==> config.mk <==
export PLATFORM = sky130hd
export DESIGN_NAME = rmq_log_irq
export DESIGN_NICKNAME = d
export VERILOG_FILES = /design/src/inc/rmq_pkg.sv /design/src/logic/rmq_log_irq.sv /design/src/logic/rmq_time_tag.sv
export SDC_FILE = /design/constraint.sdc
export NUM_CORES = 1
export LEC_CHECK = 0
export ABC_AREA = 1
export BUFFER_PORTS_ARGS = -buffer_cell sky130_fd_sc_hd__buf_4
export CORE_UTILIZATION = 29
export CTS_CLUSTER_DIAMETER = 60
export CTS_CLUSTER_SIZE = 40
export DETAILED_ROUTE_END_ITERATION = 16
export PLACE_DENSITY = 0.48
export SYNTH_ARGS = -nofsm -noshare
export SYNTH_HDL_FRONTEND = slang
export SYNTH_HIERARCHICAL = 1
export SYNTH_SLANG_ARGS = --single-unit
==> constraint.sdc <==
create_clock -name sys_clk -period 3.15 [get_ports sys_clk]
set_clock_uncertainty 0.1 [all_clocks]
set_input_delay 0.63 -clock sys_clk [delete_from_list [all_inputs] [get_ports sys_clk]]
set_output_delay 0.63 -clock sys_clk [all_outputs]
set_load 0.1 [all_outputs]
==> src/inc/rmq_pkg.sv <==
// constants for the message log and interrupt queue block
// assumes a 40 MHz system clock and 16-bit shared RAM words
package rmq_pkg;
	// timing
	localparam int CLK_NS = 25;
	localparam int US_NS = 1000;
	localparam int US_CYCLES = (US_NS + CLK_NS - 1) / CLK_NS;
	// register indices, byte address is four times the index
	localparam logic [4:0] IDX_MASK1 = 5'h00;
	localparam logic [4:0] IDX_CFG = 5'h01;
	localparam logic [4:0] IDX_STKPTR = 5'h03;
	localparam logic [4:0] IDX_TTAG = 5'h05;
	localparam logic [4:0] IDX_STATUS = 5'h06;
	localparam logic [4:0] IDX_CFG6 = 5'h18;
	localparam logic [4:0] IDX_MASK2 = 5'h1D;
	localparam logic [4:0] IDX_QPTR = 5'h1F;
	// reset values
	localparam logic [15:0] MASK_RST = 16'h0000;
	localparam logic [15:0] CFG_RST = 16'h0000;
	localparam logic [15:0] PTR_RST = 16'h0000;
	// config fields
	localparam int CFG_RES_LSB = 0;
	localparam int CFG_EXT = 3;
	localparam int CFG_CLR_SYNC = 4;
	localparam int CFG_LOAD_SYNC = 5;
	localparam int CFG_LSB0_ONLY = 6;
	localparam int CFG_MODE_DESC = 7;
	localparam int CFG6_NO_VALID = 7;
	localparam int CFG6_NO_INVALID = 8;
	// event positions in status and masks
	localparam int EV_EOM = 0;
	localparam int EV_ERR = 1;
	localparam int EV_SA = 2;
	localparam int EV_CB100 = 3;
	localparam int EV_CB50 = 4;
	localparam int EV_RS100 = 5;
	localparam int EV_RS50 = 6;
	localparam int EV_MODE = 7;
	localparam int EV_TXTO = 8;
	localparam int EV_ILL = 9;
	localparam int EV_QROLL = 10;
	localparam int EV_MT50 = 11;
	localparam int EV_MTD50 = 12;
	localparam int EV_NMSG = 13;
	localparam int NM_TTROLL = 0;
	localparam int NM_APAR = 1;
	localparam int NM_RPAR = 2;
	localparam int NM_BIT = 3;
	localparam int NEV = 17;
	// block status word fields
	localparam int BSW_PROG = 15;
	localparam int BSW_DONE = 14;
	localparam int BSW_CHB = 13;
	localparam int BSW_ERR = 12;
	localparam int BSW_ILL = 11;
	// queue geometry
	localparam int QAW = 6;
	typedef enum logic [3:0] {
		S_IDLE = 4'h0, S_BSW = 4'h1, S_TT = 4'h3, S_PTR = 4'h2,
		S_CMD = 4'h6, S_QV = 4'h7, S_QP = 4'h5, S_NV = 4'h4,
		S_NP = 4'hC, S_SOM = 4'h8
	} rmq_state_t;
endpackage

==> src/logic/rmq_log_irq.sv <==
// message descriptor logging, interrupt masking and status queue
// assumes an APB master, a same-clock protocol engine and a RAM write port
`timescale 1ns/1ps
`default_nettype none
module rmq_log_irq #(
	parameter int STACK_WORDS = 256
) (
	// clock and reset
	input wire logic sys_clk,
	input wire logic rst_b,
	// apb slave
	input wire logic [6:0] paddr,
	input wire logic psel,
	input wire logic penable,
	input wire logic pwrite,
	input wire logic [31:0] pwdata,
	output logic [31:0] prdata,
	output logic pready,
	output logic pslverr,
	// message events from the protocol engine
	output logic msg_rdy,
	input wire logic msg_start,
	input wire logic msg_end,
	input wire logic msg_chan_b,
	input wire logic msg_illegal,
	input wire logic [7:0] msg_err_flags,
	input wire logic [15:0] msg_cmd,
	input wire logic [15:0] msg_data_ptr,
	input wire logic msg_is_mode,
	input wire logic [15:0] msg_mode_data,
	input wire logic msg_sa_irq,
	input wire logic msg_mode_irq,
	input wire logic msg_tx_timeout,
	input wire logic cbuf_wr,
	input wire logic [15:0] cbuf_addr,
	input wire logic [15:0] cbuf_mask,
	input wire logic mt_cmd_half,
	input wire logic mt_data_half,
	input wire logic sync_nodata,
	input wire logic sync_data,
	input wire logic [15:0] sync_word,
	// non-message events
	input wire logic addr_par_err,
	input wire logic ram_par_err,
	input wire logic [15:0] ram_par_addr,
	input wire logic self_test_done,
	input wire logic ext_ttag_clk,
	// shared ram write port
	output logic ram_req,
	output logic [15:0] ram_addr,
	output logic [15:0] ram_wdata,
	input wire logic ram_gnt,
	// interrupt request
	output logic irq
);
	localparam logic [15:0] SMSK = 16'(STACK_WORDS - 1);
	localparam logic [15:0] SHALF = 16'(STACK_WORDS / 2);

	if (STACK_WORDS < 8 || STACK_WORDS > 32768 ||
		(STACK_WORDS & (STACK_WORDS - 1)) != 0) begin : g_chk
		$error("STACK_WORDS must be a power of two from 8 to 32768");
	end

	function automatic logic mapped(input logic [4:0] idx);
		case (idx)
		rmq_pkg::IDX_MASK1, rmq_pkg::IDX_CFG, rmq_pkg::IDX_STKPTR,
		rmq_pkg::IDX_TTAG, rmq_pkg::IDX_STATUS, rmq_pkg::IDX_CFG6,
		rmq_pkg::IDX_MASK2, rmq_pkg::IDX_QPTR: mapped = 1'b1;
		default: mapped = 1'b0;
		endcase
	endfunction

	rmq_pkg::rmq_state_t state_ff, nxt_state;
	logic [15:0] mask1_ff, cfg_ff, cfg6_ff, stk_ff, qptr_ff;
	logic [0:0] mask2_ff;
	logic [rmq_pkg::NEV-1:0] stat_ff, ev_set, mask_all;
	logic [15:0] desc_ff, tt_ff, bsw_ff, w3_ff, cmd_ff, qvec_ff, nvec_ff;
	logic [15:0] npar_ff, par_addr_ff, ttag;
	logic [3:0] npend_ff, nm_raw;
	logic [1:0] cb_acc_ff;
	logic qmsg_ff, ttroll, wr_acc, rd_setup, nm_take, cb50, cb100;
	logic [4:0] idx;
	logic [15:0] soff, snext, cb_off;
	logic [12:0] mev;
	logic tt_load, tt_clr, qwr, qwrap, msg_ok;

	// apb: zero wait states, read data captured in the setup cycle
	assign idx = paddr[6:2];
	assign pready = 1'b1;
	assign wr_acc = psel && penable && pwrite && mapped(idx);
	assign rd_setup = psel && !penable;
	assign pslverr = psel && penable && !mapped(idx);
	assign mask_all = {mask2_ff, mask1_ff};

	always_ff @(posedge sys_clk) begin
		if (!rst_b) begin
			prdata <= 32'h00000000;
		end else if (rd_setup) begin
			case (idx)
			rmq_pkg::IDX_MASK1: prdata <= {16'h0000, mask1_ff};
			rmq_pkg::IDX_MASK2: prdata <= {31'h00000000, mask2_ff};
			rmq_pkg::IDX_CFG: prdata <= {16'h0000, cfg_ff};
			rmq_pkg::IDX_CFG6: prdata <= {16'h0000, cfg6_ff};
			rmq_pkg::IDX_STKPTR: prdata <= {16'h0000, stk_ff};
			rmq_pkg::IDX_TTAG: prdata <= {16'h0000, ttag};
			rmq_pkg::IDX_STATUS: prdata <= {15'h0000, stat_ff};
			rmq_pkg::IDX_QPTR: prdata <= {16'h0000, qptr_ff};
			default: prdata <= 32'h00000000;
			endcase
		end
	end

	always_ff @(posedge sys_clk) begin
		if (!rst_b) begin
			mask1_ff <= rmq_pkg::MASK_RST;
			mask2_ff <= 1'b0;
			cfg_ff <= rmq_pkg::CFG_RST;
			cfg6_ff <= rmq_pkg::CFG_RST;
		end else if (wr_acc) begin
			if (idx == rmq_pkg::IDX_MASK1)
				mask1_ff <= pwdata[15:0];
			if (idx == rmq_pkg::IDX_MASK2)
				mask2_ff <= pwdata[0:0];
			if (idx == rmq_pkg::IDX_CFG)
				cfg_ff <= pwdata[15:0];
			if (idx == rmq_pkg::IDX_CFG6)
				cfg6_ff <= pwdata[15:0];
		end
	end

	// time tag
	assign tt_clr = sync_nodata && cfg_ff[rmq_pkg::CFG_CLR_SYNC];
	assign tt_load = (wr_acc && idx == rmq_pkg::IDX_TTAG) ||
		(sync_data && cfg_ff[rmq_pkg::CFG_LOAD_SYNC] &&
		!(cfg_ff[rmq_pkg::CFG_LSB0_ONLY] && sync_word[0]));

	rmq_time_tag u_ttag (
		.sys_clk(sys_clk),
		.rst_b(rst_b),
		.res_sel(cfg_ff[rmq_pkg::CFG_RES_LSB +: 3]),
		.ext_sel(cfg_ff[rmq_pkg::CFG_EXT]),
		.ext_clk_pin(ext_ttag_clk),
		.clr(tt_clr),
		.load(tt_load),
		.load_val(wr_acc ? pwdata[15:0] : sync_word),
		.ttag_ff(ttag),
		.roll_ff(ttroll)
	);

	// circular buffer half and wrap points, latched until the next message start
	assign cb_off = cbuf_addr & cbuf_mask;
	assign cb50 = cbuf_wr && (cb_off == (cbuf_mask >> 1));
	assign cb100 = cbuf_wr && (cb_off == cbuf_mask);
	always_ff @(posedge sys_clk) begin
		if (!rst_b)
			cb_acc_ff <= 2'h0;
		else
			cb_acc_ff <= (msg_start && msg_rdy ? 2'h0 : cb_acc_ff) |
				{cb100, cb50};
	end

	// descriptor stack advance, four words per message
	assign soff = desc_ff & SMSK;
	assign snext = (desc_ff & ~SMSK) | ((soff + 16'h0004) & SMSK);
	always_comb begin
		mev = 13'h0000;
		mev[rmq_pkg::EV_EOM] = 1'b1;
		mev[rmq_pkg::EV_ERR] = |msg_err_flags;
		mev[rmq_pkg::EV_SA] = msg_sa_irq;
		mev[rmq_pkg::EV_CB100] = cb_acc_ff[1] | cb100;
		mev[rmq_pkg::EV_CB50] = cb_acc_ff[0] | cb50;
		mev[rmq_pkg::EV_RS100] = (soff + 16'h0004) > SMSK;
		mev[rmq_pkg::EV_RS50] = soff < SHALF &&
			(soff + 16'h0004) >= SHALF;
		mev[rmq_pkg::EV_MODE] = msg_mode_irq;
		mev[rmq_pkg::EV_TXTO] = msg_tx_timeout;
		mev[rmq_pkg::EV_ILL] = msg_illegal;
		mev[rmq_pkg::EV_MT50] = mt_cmd_half;
		mev[rmq_pkg::EV_MTD50] = mt_data_half;
	end
	assign msg_ok = !(|msg_err_flags) && !msg_illegal;

	// non-message sources, kept apart from message causes
	assign nm_raw = {self_test_done, ram_par_err, addr_par_err, ttroll};
	assign qwr = ram_gnt && (state_ff == rmq_pkg::S_QV ||
		state_ff == rmq_pkg::S_QP || state_ff == rmq_pkg::S_NV ||
		state_ff == rmq_pkg::S_NP);
	assign qwrap = qwr && (&qptr_ff[rmq_pkg::QAW-1:0]);

	always_comb begin
		ev_set = '0;
		if (msg_end && msg_rdy)
			ev_set[12:0] = mev;
		ev_set[rmq_pkg::EV_CB100] |= cb100;
		ev_set[rmq_pkg::EV_CB50] |= cb50;
		ev_set[rmq_pkg::EV_MT50] = mt_cmd_half;
		ev_set[rmq_pkg::EV_MTD50] = mt_data_half;
		ev_set[rmq_pkg::EV_QROLL] = qwrap;
		ev_set[rmq_pkg::NEV-1:rmq_pkg::EV_NMSG] = nm_raw;
	end

	// sticky status, write one to clear, a new event wins over the clear
	always_ff @(posedge sys_clk) begin
		if (!rst_b)
			stat_ff <= '0;
		else if (wr_acc && idx == rmq_pkg::IDX_STATUS)
			stat_ff <= (stat_ff & ~pwdata[rmq_pkg::NEV-1:0]) | ev_set;
		else
			stat_ff <= stat_ff | ev_set;
	end
	assign irq = |(stat_ff & mask_all);

	// pending non-message entries; an event in the take cycle stays pending
	assign nm_take = state_ff == rmq_pkg::S_IDLE && !msg_start &&
		!msg_end && |npend_ff;
	always_ff @(posedge sys_clk) begin
		if (!rst_b) begin
			npend_ff <= 4'h0;
			par_addr_ff <= 16'h0000;
		end else begin
			npend_ff <= (nm_take ? 4'h0 : npend_ff) |
				(nm_raw & mask_all[rmq_pkg::NEV-1:rmq_pkg::EV_NMSG]);
			if (ram_par_err)
				par_addr_ff <= ram_par_addr;
		end
	end

	// captured entry contents
	always_ff @(posedge sys_clk) begin
		if (!rst_b) begin
			desc_ff <= 16'h0000;
			tt_ff <= 16'h0000;
			bsw_ff <= 16'h0000;
			w3_ff <= 16'h0000;
			cmd_ff <= 16'h0000;
			qvec_ff <= 16'h0000;
			qmsg_ff <= 1'b0;
			nvec_ff <= 16'h0000;
			npar_ff <= 16'h0000;
		end else begin
			if (msg_start && msg_rdy) begin
				desc_ff <= stk_ff;
				tt_ff <= ttag;
				bsw_ff <= 16'h0000;
				bsw_ff[rmq_pkg::BSW_PROG] <= 1'b1;
				bsw_ff[rmq_pkg::BSW_CHB] <= msg_chan_b;
			end
			if (msg_end && msg_rdy) begin
				bsw_ff <= {1'b0, 1'b1, msg_chan_b, |msg_err_flags,
					msg_illegal, 3'h0, msg_err_flags};
				w3_ff <= (msg_is_mode && cfg_ff[rmq_pkg::CFG_MODE_DESC]) ?
					msg_mode_data : msg_data_ptr;
				cmd_ff <= msg_cmd;
				qvec_ff <= {2'h0, mev & mask1_ff[12:0], 1'b1};
				qmsg_ff <= |(mev & mask1_ff[12:0]) &&
					!(msg_ok ? cfg6_ff[rmq_pkg::CFG6_NO_VALID] :
					cfg6_ff[rmq_pkg::CFG6_NO_INVALID]);
			end
			if (nm_take) begin
				nvec_ff <= {11'h000, npend_ff, 1'b0};
				npar_ff <= npend_ff[rmq_pkg::NM_RPAR] ?
					par_addr_ff : 16'h0000;
			end
		end
	end

	// sequencer
	always_comb begin
		nxt_state = state_ff;
		case (state_ff)
		rmq_pkg::S_IDLE: begin
			if (msg_end)
				nxt_state = rmq_pkg::S_BSW;
			else if (msg_start)
				nxt_state = rmq_pkg::S_SOM;
			else if (nm_take)
				nxt_state = rmq_pkg::S_NV;
		end
		rmq_pkg::S_SOM:
			if (ram_gnt) nxt_state = rmq_pkg::S_IDLE;
		rmq_pkg::S_BSW:
			if (ram_gnt) nxt_state = rmq_pkg::S_TT;
		rmq_pkg::S_TT:
			if (ram_gnt) nxt_state = rmq_pkg::S_PTR;
		rmq_pkg::S_PTR:
			if (ram_gnt) nxt_state = rmq_pkg::S_CMD;
		rmq_pkg::S_CMD:
			if (ram_gnt)
				nxt_state = qmsg_ff ? rmq_pkg::S_QV : rmq_pkg::S_IDLE;
		rmq_pkg::S_QV:
			if (ram_gnt) nxt_state = rmq_pkg::S_QP;
		rmq_pkg::S_NV:
			if (ram_gnt) nxt_state = rmq_pkg::S_NP;
		rmq_pkg::S_QP, rmq_pkg::S_NP:
			if (ram_gnt) nxt_state = rmq_pkg::S_IDLE;
		default: nxt_state = rmq_pkg::S_IDLE;
		endcase
	end

	always_ff @(posedge sys_clk) begin
		if (!rst_b)
			state_ff <= rmq_pkg::S_IDLE;
		else
			state_ff <= nxt_state;
	end
	assign msg_rdy = state_ff == rmq_pkg::S_IDLE;

	// ram write port; descriptor words at desc_ff .. desc_ff+3
	assign ram_req = state_ff != rmq_pkg::S_IDLE;
	always_comb begin
		ram_addr = qptr_ff;
		ram_wdata = 16'h0000;
		case (state_ff)
		rmq_pkg::S_SOM, rmq_pkg::S_BSW: begin
			ram_addr = desc_ff;
			ram_wdata = bsw_ff;
		end
		rmq_pkg::S_TT: begin
			ram_addr = desc_ff + 16'h0001;
			ram_wdata = tt_ff;
		end
		rmq_pkg::S_PTR: begin
			ram_addr = desc_ff + 16'h0002;
			ram_wdata = w3_ff;
		end
		rmq_pkg::S_CMD: begin
			ram_addr = desc_ff + 16'h0003;
			ram_wdata = cmd_ff;
		end
		rmq_pkg::S_QV: ram_wdata = qvec_ff;
		rmq_pkg::S_QP: ram_wdata = desc_ff;
		rmq_pkg::S_NV: ram_wdata = nvec_ff;
		rmq_pkg::S_NP: ram_wdata = npar_ff;
		default: ram_wdata = 16'h0000;
		endcase
	end

	// pointers: a host write overrides the device's own advance
	always_ff @(posedge sys_clk) begin
		if (!rst_b)
			stk_ff <= rmq_pkg::PTR_RST;
		else if (wr_acc && idx == rmq_pkg::IDX_STKPTR)
			stk_ff <= pwdata[15:0];
		else if (state_ff == rmq_pkg::S_CMD && ram_gnt)
			stk_ff <= snext;
	end

	always_ff @(posedge sys_clk) begin
		if (!rst_b)
			qptr_ff <= rmq_pkg::PTR_RST;
		else if (wr_acc && idx == rmq_pkg::IDX_QPTR)
			qptr_ff <= pwdata[15:0];
		else if (qwr)
			qptr_ff <= {qptr_ff[15:rmq_pkg::QAW],
				qptr_ff[rmq_pkg::QAW-1:0] + 6'h01};
	end
endmodule
`default_nettype wire

==> src/logic/rmq_time_tag.sv <==
// relative time tag counter with resolution divider and external clock
// assumes the external time tag clock pin is asynchronous to sys_clk
`timescale 1ns/1ps
`default_nettype none
module rmq_time_tag (
	// clock and reset
	input wire logic sys_clk,
	input wire logic rst_b,
	// control
	input wire logic [2:0] res_sel,
	input wire logic ext_sel,
	input wire logic ext_clk_pin,
	input wire logic clr,
	input wire logic load,
	input wire logic [15:0] load_val,
	// state
	output logic [15:0] ttag_ff,
	output logic roll_ff
);
	logic ext_s1_ff, ext_s2_ff, ext_s3_ff;
	logic [5:0] us_cnt_ff, res_cnt_ff, res_top;
	logic us_tick, res_tick, adv;

	always_ff @(posedge sys_clk) begin
		if (!rst_b) begin
			ext_s1_ff <= 1'b0;
			ext_s2_ff <= 1'b0;
			ext_s3_ff <= 1'b0;
		end else begin
			ext_s1_ff <= ext_clk_pin;
			ext_s2_ff <= ext_s1_ff;
			ext_s3_ff <= ext_s2_ff;
		end
	end

	assign us_tick = (us_cnt_ff == 6'(rmq_pkg::US_CYCLES - 1));
	always_ff @(posedge sys_clk) begin
		if (!rst_b || us_tick)
			us_cnt_ff <= 6'h00;
		else
			us_cnt_ff <= us_cnt_ff + 6'h01;
	end

	// 2..64 us per count; selections above 5 saturate at 64
	assign res_top = (res_sel > 3'h5) ? 6'h3F :
		6'((7'h02 << res_sel) - 7'h01);
	assign res_tick = us_tick && (res_cnt_ff >= res_top);
	always_ff @(posedge sys_clk) begin
		if (!rst_b || res_tick)
			res_cnt_ff <= 6'h00;
		else if (us_tick)
			res_cnt_ff <= res_cnt_ff + 6'h01;
	end

	assign adv = ext_sel ? (ext_s2_ff && !ext_s3_ff) : res_tick;

	// a load beats a clear, and both beat the count
	always_ff @(posedge sys_clk) begin
		if (!rst_b)
			ttag_ff <= 16'h0000;
		else if (load)
			ttag_ff <= load_val;
		else if (clr)
			ttag_ff <= 16'h0000;
		else if (adv)
			ttag_ff <= ttag_ff + 16'h0001;
	end

	always_ff @(posedge sys_clk) begin
		if (!rst_b)
			roll_ff <= 1'b0;
		else
			roll_ff <= adv && !load && !clr && (ttag_ff == 16'hFFFF);
	end
endmodule
`default_nettype wire

==> summary.txt, run 1 <==
Route
  • Vias per cell: roughly 5
  • DR WL/cell: roughly 20 um
  • Detailed Routing Iterations Pass 1: 7
  • Total number of vias: 15700
  • DRC viols: 0
  • DRT iter0 DRCs: around 1300
  • Antenna Nets Post-Route: 0
  • Total wire length: 62.9 mm

Worst setup path
  • Worst-path fanout max: 5
  • Crit path cell chain: inv_1 -> fa_2 -> nor2_4 -> nand3_2 -> nor2_2 -> a21oi_1 -> o21ai_1 -> nand3_2 -> buf_12
  • Setup CP Type: flip-flop to primary output
  • Worst EP arrival: 2.43 ns
  • CP max-delay cell: fa_2
  • CP dominant cell by count: nand3_2
  • CP max stage delay: between 0.4 and 0.5 ns
  • Endpoint type of the worst setup path: primary output
  • Setup crit start kind: flip-flop
  • CP required: approximately 2.4 ns

STA
  • Worst setup margin: -0.0140 ns
  • Fin. max-slew vios: 0
  • Maximum clock frequency: 316 MHz
  • Hold Violations, Final: 0
  • Tightest Pin Transition: 1.17 ns
  • Post-layout minimum cycle time: 3.16 ns
  • WHS: 0.156 ns
  • Fin crit share: 1.00
  • Final TNS setup: -0.0206 ns
  • # setup viols final: 3
  • Unrepaired setup endpoints after global routing: true
  • Max_slew headroom: 0.217

Clock network
  • Clk buf depth: 3
  • CTS clk-pin slew, worst paths: around 0.070 ns
  • TritonCTS clock tree: done
  • H-tree depth: 2
  • Root Buffer: clkbuf_16
  • # clock sinks: approximately 280
  • Clock buffer count from CTS: 34
  • Worst skew pair latency: approximately 0.57 ns
  • Hold Buf Count CTS: 0

Floorplan
  • Initial Util: 0.294
  • I/O Pins: roughly 250
  • Std cell rows: 83
  • Core area: just over 50000 sq um
  • Die Ht: around 230 um
  • Die area: roughly 53000 sq um
  • Chip Width: roughly 230 um

Power
  • Switching part of the total: 0.418
  • Int Power: about 0.0076 W
  • Clock power frac: 0.316
  • Reg power frac: 0.324
  • Largest vdd supply drop: between 0.3 and 0.4 mV
  • Sw Pwr: 0.00546 W
  • P_leak: approximately 8.2 nW
  • PwrDens: ~680 nW/um^2
  • Comb power frac: 0.360

Global route
  • Largest net degree at the start of global routing: approximately 120
  • Initial antenna violation count: 0
  • Total grt overflow: 0
  • All-Layer GR Usage: 0.232
  • First-pass GRT wire length: slightly above 90 mm
  • Vias in the first global route: between 10000 and 15000

Synthesis
  • Synth cell types: 50
  • Post-synth EDFFs: 0
  • Dominant synthesized flop cell: dfxtp_1
  • Syn Area/Cell: 6.83 sq um
  • Post-synthesis cell count: 2212
  • Post-Synthesis Cell Area: around 15000 sq um
  • Sequential area share after synthesis: 0.376
  • Share of synthesized registers carrying an async set or reset: 0
  • Synth Warn #: 6
  • #FFs+latches synth: 284

Layout
  • Most common cell after layout, fill and taps aside: nand2_1
  • # diodes: 0
  • Filler instances: 5470
  • Design area: slightly below 20000 sq um
  • Most frequent cells in the layout: nand2_1, dfxtp_1, buf_4, inv_1, nor2_1
  • Area Growth Syn to Fin: 28.0%
  • Fraction of layout cells with a size suffix above 1: 0.199
  • Util after Layout: 0.376
  • Nets: 2637

Placed design
  • GP Congestion: between 0.9 and 1
  • Count of buffers from port buffering: between 200 and 250
  • Setup slack at placement: -0.0815 ns
  • Area after DPL: 17600 sq um
  • Detailed placer's ending HPWL: 47.8 mm

Status
  • Failing checks: negative setup slack
  • Status: finished, violations left

Min path
  • Hold Crit Class: input port to flip-flop

Job
  • Max-cap viol count: 0
synth_stat cells, types with 11 or more instances:
cell type	n	area (sq um)
o21ai_1	13	65.1
o2111ai_1	13	114
nor2_1	227	852
buf_4	24	180
o21ai_0	209	1050
a21oi_1	150	751
buf_2	27	135
inv_1	251	942
nand2_1	525	1970
o22ai_1	39	244
nand3_1	129	646
ha_1	18	225
dfxtp_1	284	5690
mux2i_1	16	160
a211oi_1	21	158
xor2_1	11	96.3
nor3_1	16	80.1
clkbuf_1	56	210
nand4_1	41	257
a221oi_1	12	105
a211oi_2	27	338
cell type report:
cell class / instances / area (sq um) / share of cell area
timing repair buffer: 289 / 2450 / 0.127
sequential: 284 / 5700 / 0.295
clock inverter: 25 / 300 / 0.0155
multi-input combinational: 1563 / 8190 / 0.423
clock buffer: 35 / 855 / 0.0442
tap: 680 / 851 / 0.0440
inverter: 264 / 1000 / 0.0519
flip-flops by register name (all words and copies together) (netlist names), 6 cells and up:
register,count
bsw_ff,13
cfg6_ff,16
cfg_ff,16
cmd_ff,16
desc_ff,16
mask1_ff,16
npar_ff,16
par_addr_ff,16
prdata,17
qptr_ff,16
qvec_ff,13
stat_ff,17
stk_ff,16
tt_ff,16
u_ttag/res_cnt_ff,6
u_ttag/ttag_ff,16
u_ttag/us_cnt_ff,6
w3_ff,16
kinds of logic (layout without fill, tap and decap cells):
logic type / count (synthesis) / in the layout / share of synthesized area
AND/OR/NAND/NOR: 984 / 984 / 0.280
other: 2 / 16 / 0.000497
multiplexers: 16 / 16 / 0.0106
adder cells (fa/ha/maj): 19 / 19 / 0.0162
AO/OA/AOI/OAI: 513 / 513 / 0.203
XOR/XNOR: 15 / 15 / 0.00869
flip-flops: 284 / 284 / 0.376
buffers and inverters: 379 / 613 / 0.105
layer usage:
layer	track usage	wire length, um	vias to the layer above
met3	0.0293	3370	81
met4	0.0778	1800	0
li1	-	-	7749
met2	0.376	28900	470
met1	0.315	28800	7432
met5	0	0	-
power groups by stage:
| stage | Sequential, W | Clock (W) | Combinational [W] |
|---|---|---|---|
| 6_report | 0.00423 | 0.00413 | 0.00471 |
| 5_1_grt | 0.00427 | 0.00436 | 0.00501 |
| 4_1_cts | 0.00421 | 0.00424 | 0.00447 |
| 3_5_place_dp | 0.00428 | 0 | 0.00415 |
| 3_3_place_gp | 0.00428 | 0 | 0.00416 |
| 2_1_floorplan | 0.00419 | 0 | 0.00278 |
timing repair:
action | CTS | global route
buffers inserted | 5 | 11
endpoints found under the setup margin | 32 | 31
gates resized for setup | 72 | 61
pin swaps | 15 | 14
path summary, 6_finish.rpt:
path	slack, ns	from	to	depth (start not counted)
hold reg to reg	0.32	u_ttag/ext_s1_ff	u_ttag/ext_s2_ff	2
hold / removal	0.16	ext_ttag_clk	u_ttag/ext_s1_ff	3
setup reg to reg	0.32	cfg_ff[1]	u_ttag/ttag_ff[15]	16
setup / recovery	-0.01	desc_ff[0]	ram_addr[10]	9
critical path: cells and delay by family, from the launching register on:
family,cells,cell delay [ns]
AOI/OAI and AO/OA,2,0.17
DFF,1,0.42
and+or+nand+nor,4,0.54
adders and majority gates,1,0.43
buffers and inverters,2,0.30
stage by stage:
step           total power (W)  std cells
2_1_floorplan          0.00697       2226
3_3_place_gp           0.00843       3064
3_5_place_dp           0.00843       3064
4_1_cts                 0.0129       3129
5_1_grt                 0.0136       3140
6_report                0.0131       3140
(Power assumes the default switching activity.)
==> inputs of run 2 (changes only) <==
--- a/config.mk
+++ b/config.mk
@@ -14,5 +14,4 @@
 export PLACE_DENSITY = 0.48
 export SYNTH_ARGS = -nofsm -noshare
 export SYNTH_HDL_FRONTEND = slang
-export SYNTH_HIERARCHICAL = 1
 export SYNTH_SLANG_ARGS = --single-unit
==> run 2 against run 1 <==
Effect of this change: the run still ends with negative setup slack left; critical endpoint is now ram_addr[15]; first-iteration DRC count down 8.2%; core utilization increased by 0.13 points; sequential power grew 6.9%.
==> summary.txt, run 2 <==
Status
  • Status: finished, violations left (unchanged)
  • Failing checks: negative setup slack (unchanged)

Worst setup path
  • Setup crit start kind: flip-flop (unchanged)
  • Setup CP Type: flip-flop to primary output (unchanged)
  • CP required: 2.42 ns (about the same)
  • Worst-path fanout max: 6 (was 5)
  • Worst EP arrival: 2.44 ns (was 2.43 ns)
  • Endpoint type of the worst setup path: primary output (unchanged)

STA
  • Max_slew headroom: 0.455 (was 0.217)
  • Hold Violations, Final: 0 (unchanged)
  • Fin. max-slew vios: 0 (unchanged)
  • # setup viols final: 3 (unchanged)
  • WHS: 0.119 ns (was 0.156 ns)
  • Maximum clock frequency: 315 MHz (was 316 MHz)
  • Tightest Pin Transition: 0.816 ns (was 1.17 ns)
  • Post-layout minimum cycle time: 3.17 ns (was 3.16 ns)
  • Worst setup margin: -0.0246 ns (was -0.0140 ns)
  • Fin crit share: 1.01 (was 1.00)
  • Unrepaired setup endpoints after global routing: true (unchanged)

Synthesis
  • Synth area leaders: dfxtp_1, nand2_1, inv_1, nor2_1, o21ai_0 (was dfxtp_1, nand2_1, o21ai_0, inv_1, nor2_1)
  • Post-synthesis cell count: 2249 (was 2212)
  • Synth Area in Compound Gates: 0.198 (was 0.203)
  • XOR/XNOR Fraction of Synth Area: 0.0118 (was 0.00869)
  • Main combinational cell family by area after synthesis: simple AND/OR/NAND/NOR gates (unchanged)
  • Post-synthesis simple-gate area fraction: 0.281 (was 0.280)
  • Largest area contributor in the netlist: dfxtp_1 (unchanged)
  • Post-synth EDFFs: 0 (unchanged)
  • Synth cell types: 50 (unchanged)
  • Synth Area in Adders: 0.0165 (was 0.0162)
  • Dominant synthesized flop cell: dfxtp_1 (unchanged)
  • Mux cell area share after synthesis: 0.00202 (was 0.0106)
  • Top cell type's share of synthesized area: 0.383 (was 0.376)
  • Most common cell in the netlist: nand2_1 (unchanged)
  • Post-Synthesis Cell Area: 14900 sq um (was 15100 sq um)
  • Commonest cells post-synth: nand2_1, dfxtp_1, inv_1 (unchanged)
  • Synth Warn #: 0 (was 6)
  • Share of synthesized registers carrying an async set or reset: 0 (unchanged)
  • #FFs+latches synth: 284 (unchanged)
  • Sequential area share after synthesis: 0.383 (was 0.376)
  • Syn Area/Cell: 6.61 sq um (was 6.83 sq um)

Route
  • DRC viols: 0 (unchanged)
  • Total number of vias: 15900 (was 15700)
  • Total wire length: 62.0 mm (was 62.9 mm)
  • Vias per cell: 5.04 (was 5.01)
  • Antenna Nets Post-Route: 0 (unchanged)
  • Detailed Routing Iterations Pass 1: 6 (was 7)
  • DR WL/cell: 19.7 um (was 20.0 um)
  • DRT iter0 DRCs: 1216 (was 1324)

Clock network
  • # clock sinks: 284 (unchanged)
  • TritonCTS clock tree: done (unchanged)
  • Clk buf depth: 3 (unchanged)
  • H-tree depth: 1 (was 2)
  • Root Buffer: clkbuf_16 (unchanged)
  • Worst skew pair latency: 0.60 ns (was 0.57 ns)
  • CTS clk-pin slew, worst paths: 0.07 ns (about the same)
  • Clock buffer count from CTS: 28 (was 34)

Power
  • P_leak: 8.06 nW (was 8.16 nW)
  • PwrDens: 683 nW/um^2 (was 676 nW/um^2)
  • Largest vdd supply drop: 0.454 mV (was 0.312 mV)
  • PnR Total Power: 0.0130 W (was 0.0131 W)

Layout
  • Fraction of layout cells with a size suffix above 1: 0.177 (was 0.199)
  • Area Growth Syn to Fin: 28.0% (about the same)
  • # diodes: 0 (unchanged)
  • Nets: 2662 (was 2637)
  • Most frequent cells in the layout: nand2_1, dfxtp_1, inv_1, nor2_1, buf_4 (was nand2_1, dfxtp_1, buf_4, inv_1, nor2_1)
  • Most common cell after layout, fill and taps aside: nand2_1 (unchanged)
  • Filler instances: 5414 (was 5470)
  • Largest regs: prdata x17, stat_ff x17 (unchanged)
  • Util after Layout: 0.378 (was 0.376)

Floorplan
  • Die Ht: 228 um (was 230 um)
  • Die area: 52100 sq um (was 53000 sq um)
  • Core area: 50400 sq um (was 51400 sq um)
  • Std cell rows: 82 (was 83)
  • I/O Pins: 251 (unchanged)
  • Initial Util: 0.295 (was 0.294)
  • Chip Width: 228 um (was 230 um)

Placed design
  • Detailed placer's ending HPWL: 47.8 mm (about the same)
  • GP Congestion: 0.929 (was 0.911)
  • Count of buffers from port buffering: 217 (unchanged)

Global route
  • Vias in the first global route: 15200 (was 14800)
  • Initial antenna violation count: 4 (was 0)
  • First-pass GRT wire length: 93.0 mm (was 92.6 mm)
  • All-Layer GR Usage: 0.232 (about the same)
  • Total grt overflow: 0 (unchanged)
  • Largest net degree at the start of global routing: 123 (was 117)

Job
  • Max-cap viol count: 0 (unchanged)

Min path
  • Hold Crit Class: input port to flip-flop (unchanged)
run 2: worst paths after layout:
check	from	endpoint	slack, ns	cells past startpoint
setup / recovery	desc_ff[1]	ram_addr[15]	-0.02	8
hold / removal	msg_cmd[0]	cmd_ff[0]	0.12	3
setup reg to reg	cfg_ff[2]	u_ttag.ttag_ff[7]	0.39	18
hold reg to reg	u_ttag.ext_s1_ff	u_ttag.ext_s2_ff	0.34	2
run 2: kinds of logic after synthesis:
group	Yosys count
other cells	2
buf+inv	398
fa+ha+maj	19
compound gates	510
xor+xnor	20
flops	284
mux	3
simple gates	1013
run 2: power breakdown:
part | internal (W) | switching [W]
clock | 0.00198 | 0.00171
combinational | 0.00139 | 0.00339
sequential | 0.00409 | 0.000431
total | 0.00746 | 0.00554
run 2: routing by layer:
metal	track usage	routed length, um	vias to the layer above	share of wire
met2	0.377	28000	520	0.45
li1	-	-	7809	-
met4	0.0589	1580	8	0.025
met1	0.325	28600	7473	0.46
met5	0	54	-	0.00087
met3	0.0278	3870	90	0.062
run 2: area by class of cell:
class | instances | area, sq um | area share
Clock buffer | 32 | 767 | 0.0403
Timing Repair inverter | 1 | 7.51 | 0.000395
Tap cell | 672 | 841 | 0.0442
Clock inverter | 20 | 234 | 0.0123
Sequential cell | 284 | 5710 | 0.300
Timing Repair Buffer | 284 | 2440 | 0.128
Inverter | 281 | 1070 | 0.0562
Multi-Input combinational cell | 1581 | 7960 | 0.418
run 2: worst max-delay path, cell delays in order, from the launching register on:
cell and delay [ns]:
dfxtp_2 0.46, ha_1 0.22, inv_1 0.08, nor2_2 0.25
nand2_1 0.14, o21ai_0 0.23, nand3_1 0.09, nand4_1 0.14
buf_8 0.21
run 2: through the flow:
| step | setup slack, ns | instances | cell area [sq um] | TNS [ns] |
|---|---|---|---|---|
| after CTS | -0.154 | 3153 | 18800 | -0.371 |
| final | -0.0246 | 3155 | 19000 | -0.0417 |
| after global routing | -0.143 | 3155 | 19000 | -1.04 |
| after global placement | 0.329 | 3093 | 17400 | 0 |
| after detailed placement | 0.301 | 3093 | 17400 | 0 |
| after floorplan | -0.108 | 2263 | 15000 | -0.446 |
run 2: what timing repair did:
| item | in CTS | in global routing |
|---|---|---|
| gates cloned | 0 | 1 |
| hold buffers | 0 | 0 |
| gates resized for setup | 69 | 64 |
| endpoints found under the setup margin | 32 | 31 |
| pin swaps | 9 | 9 |
| buffers inserted | 8 | 1 |
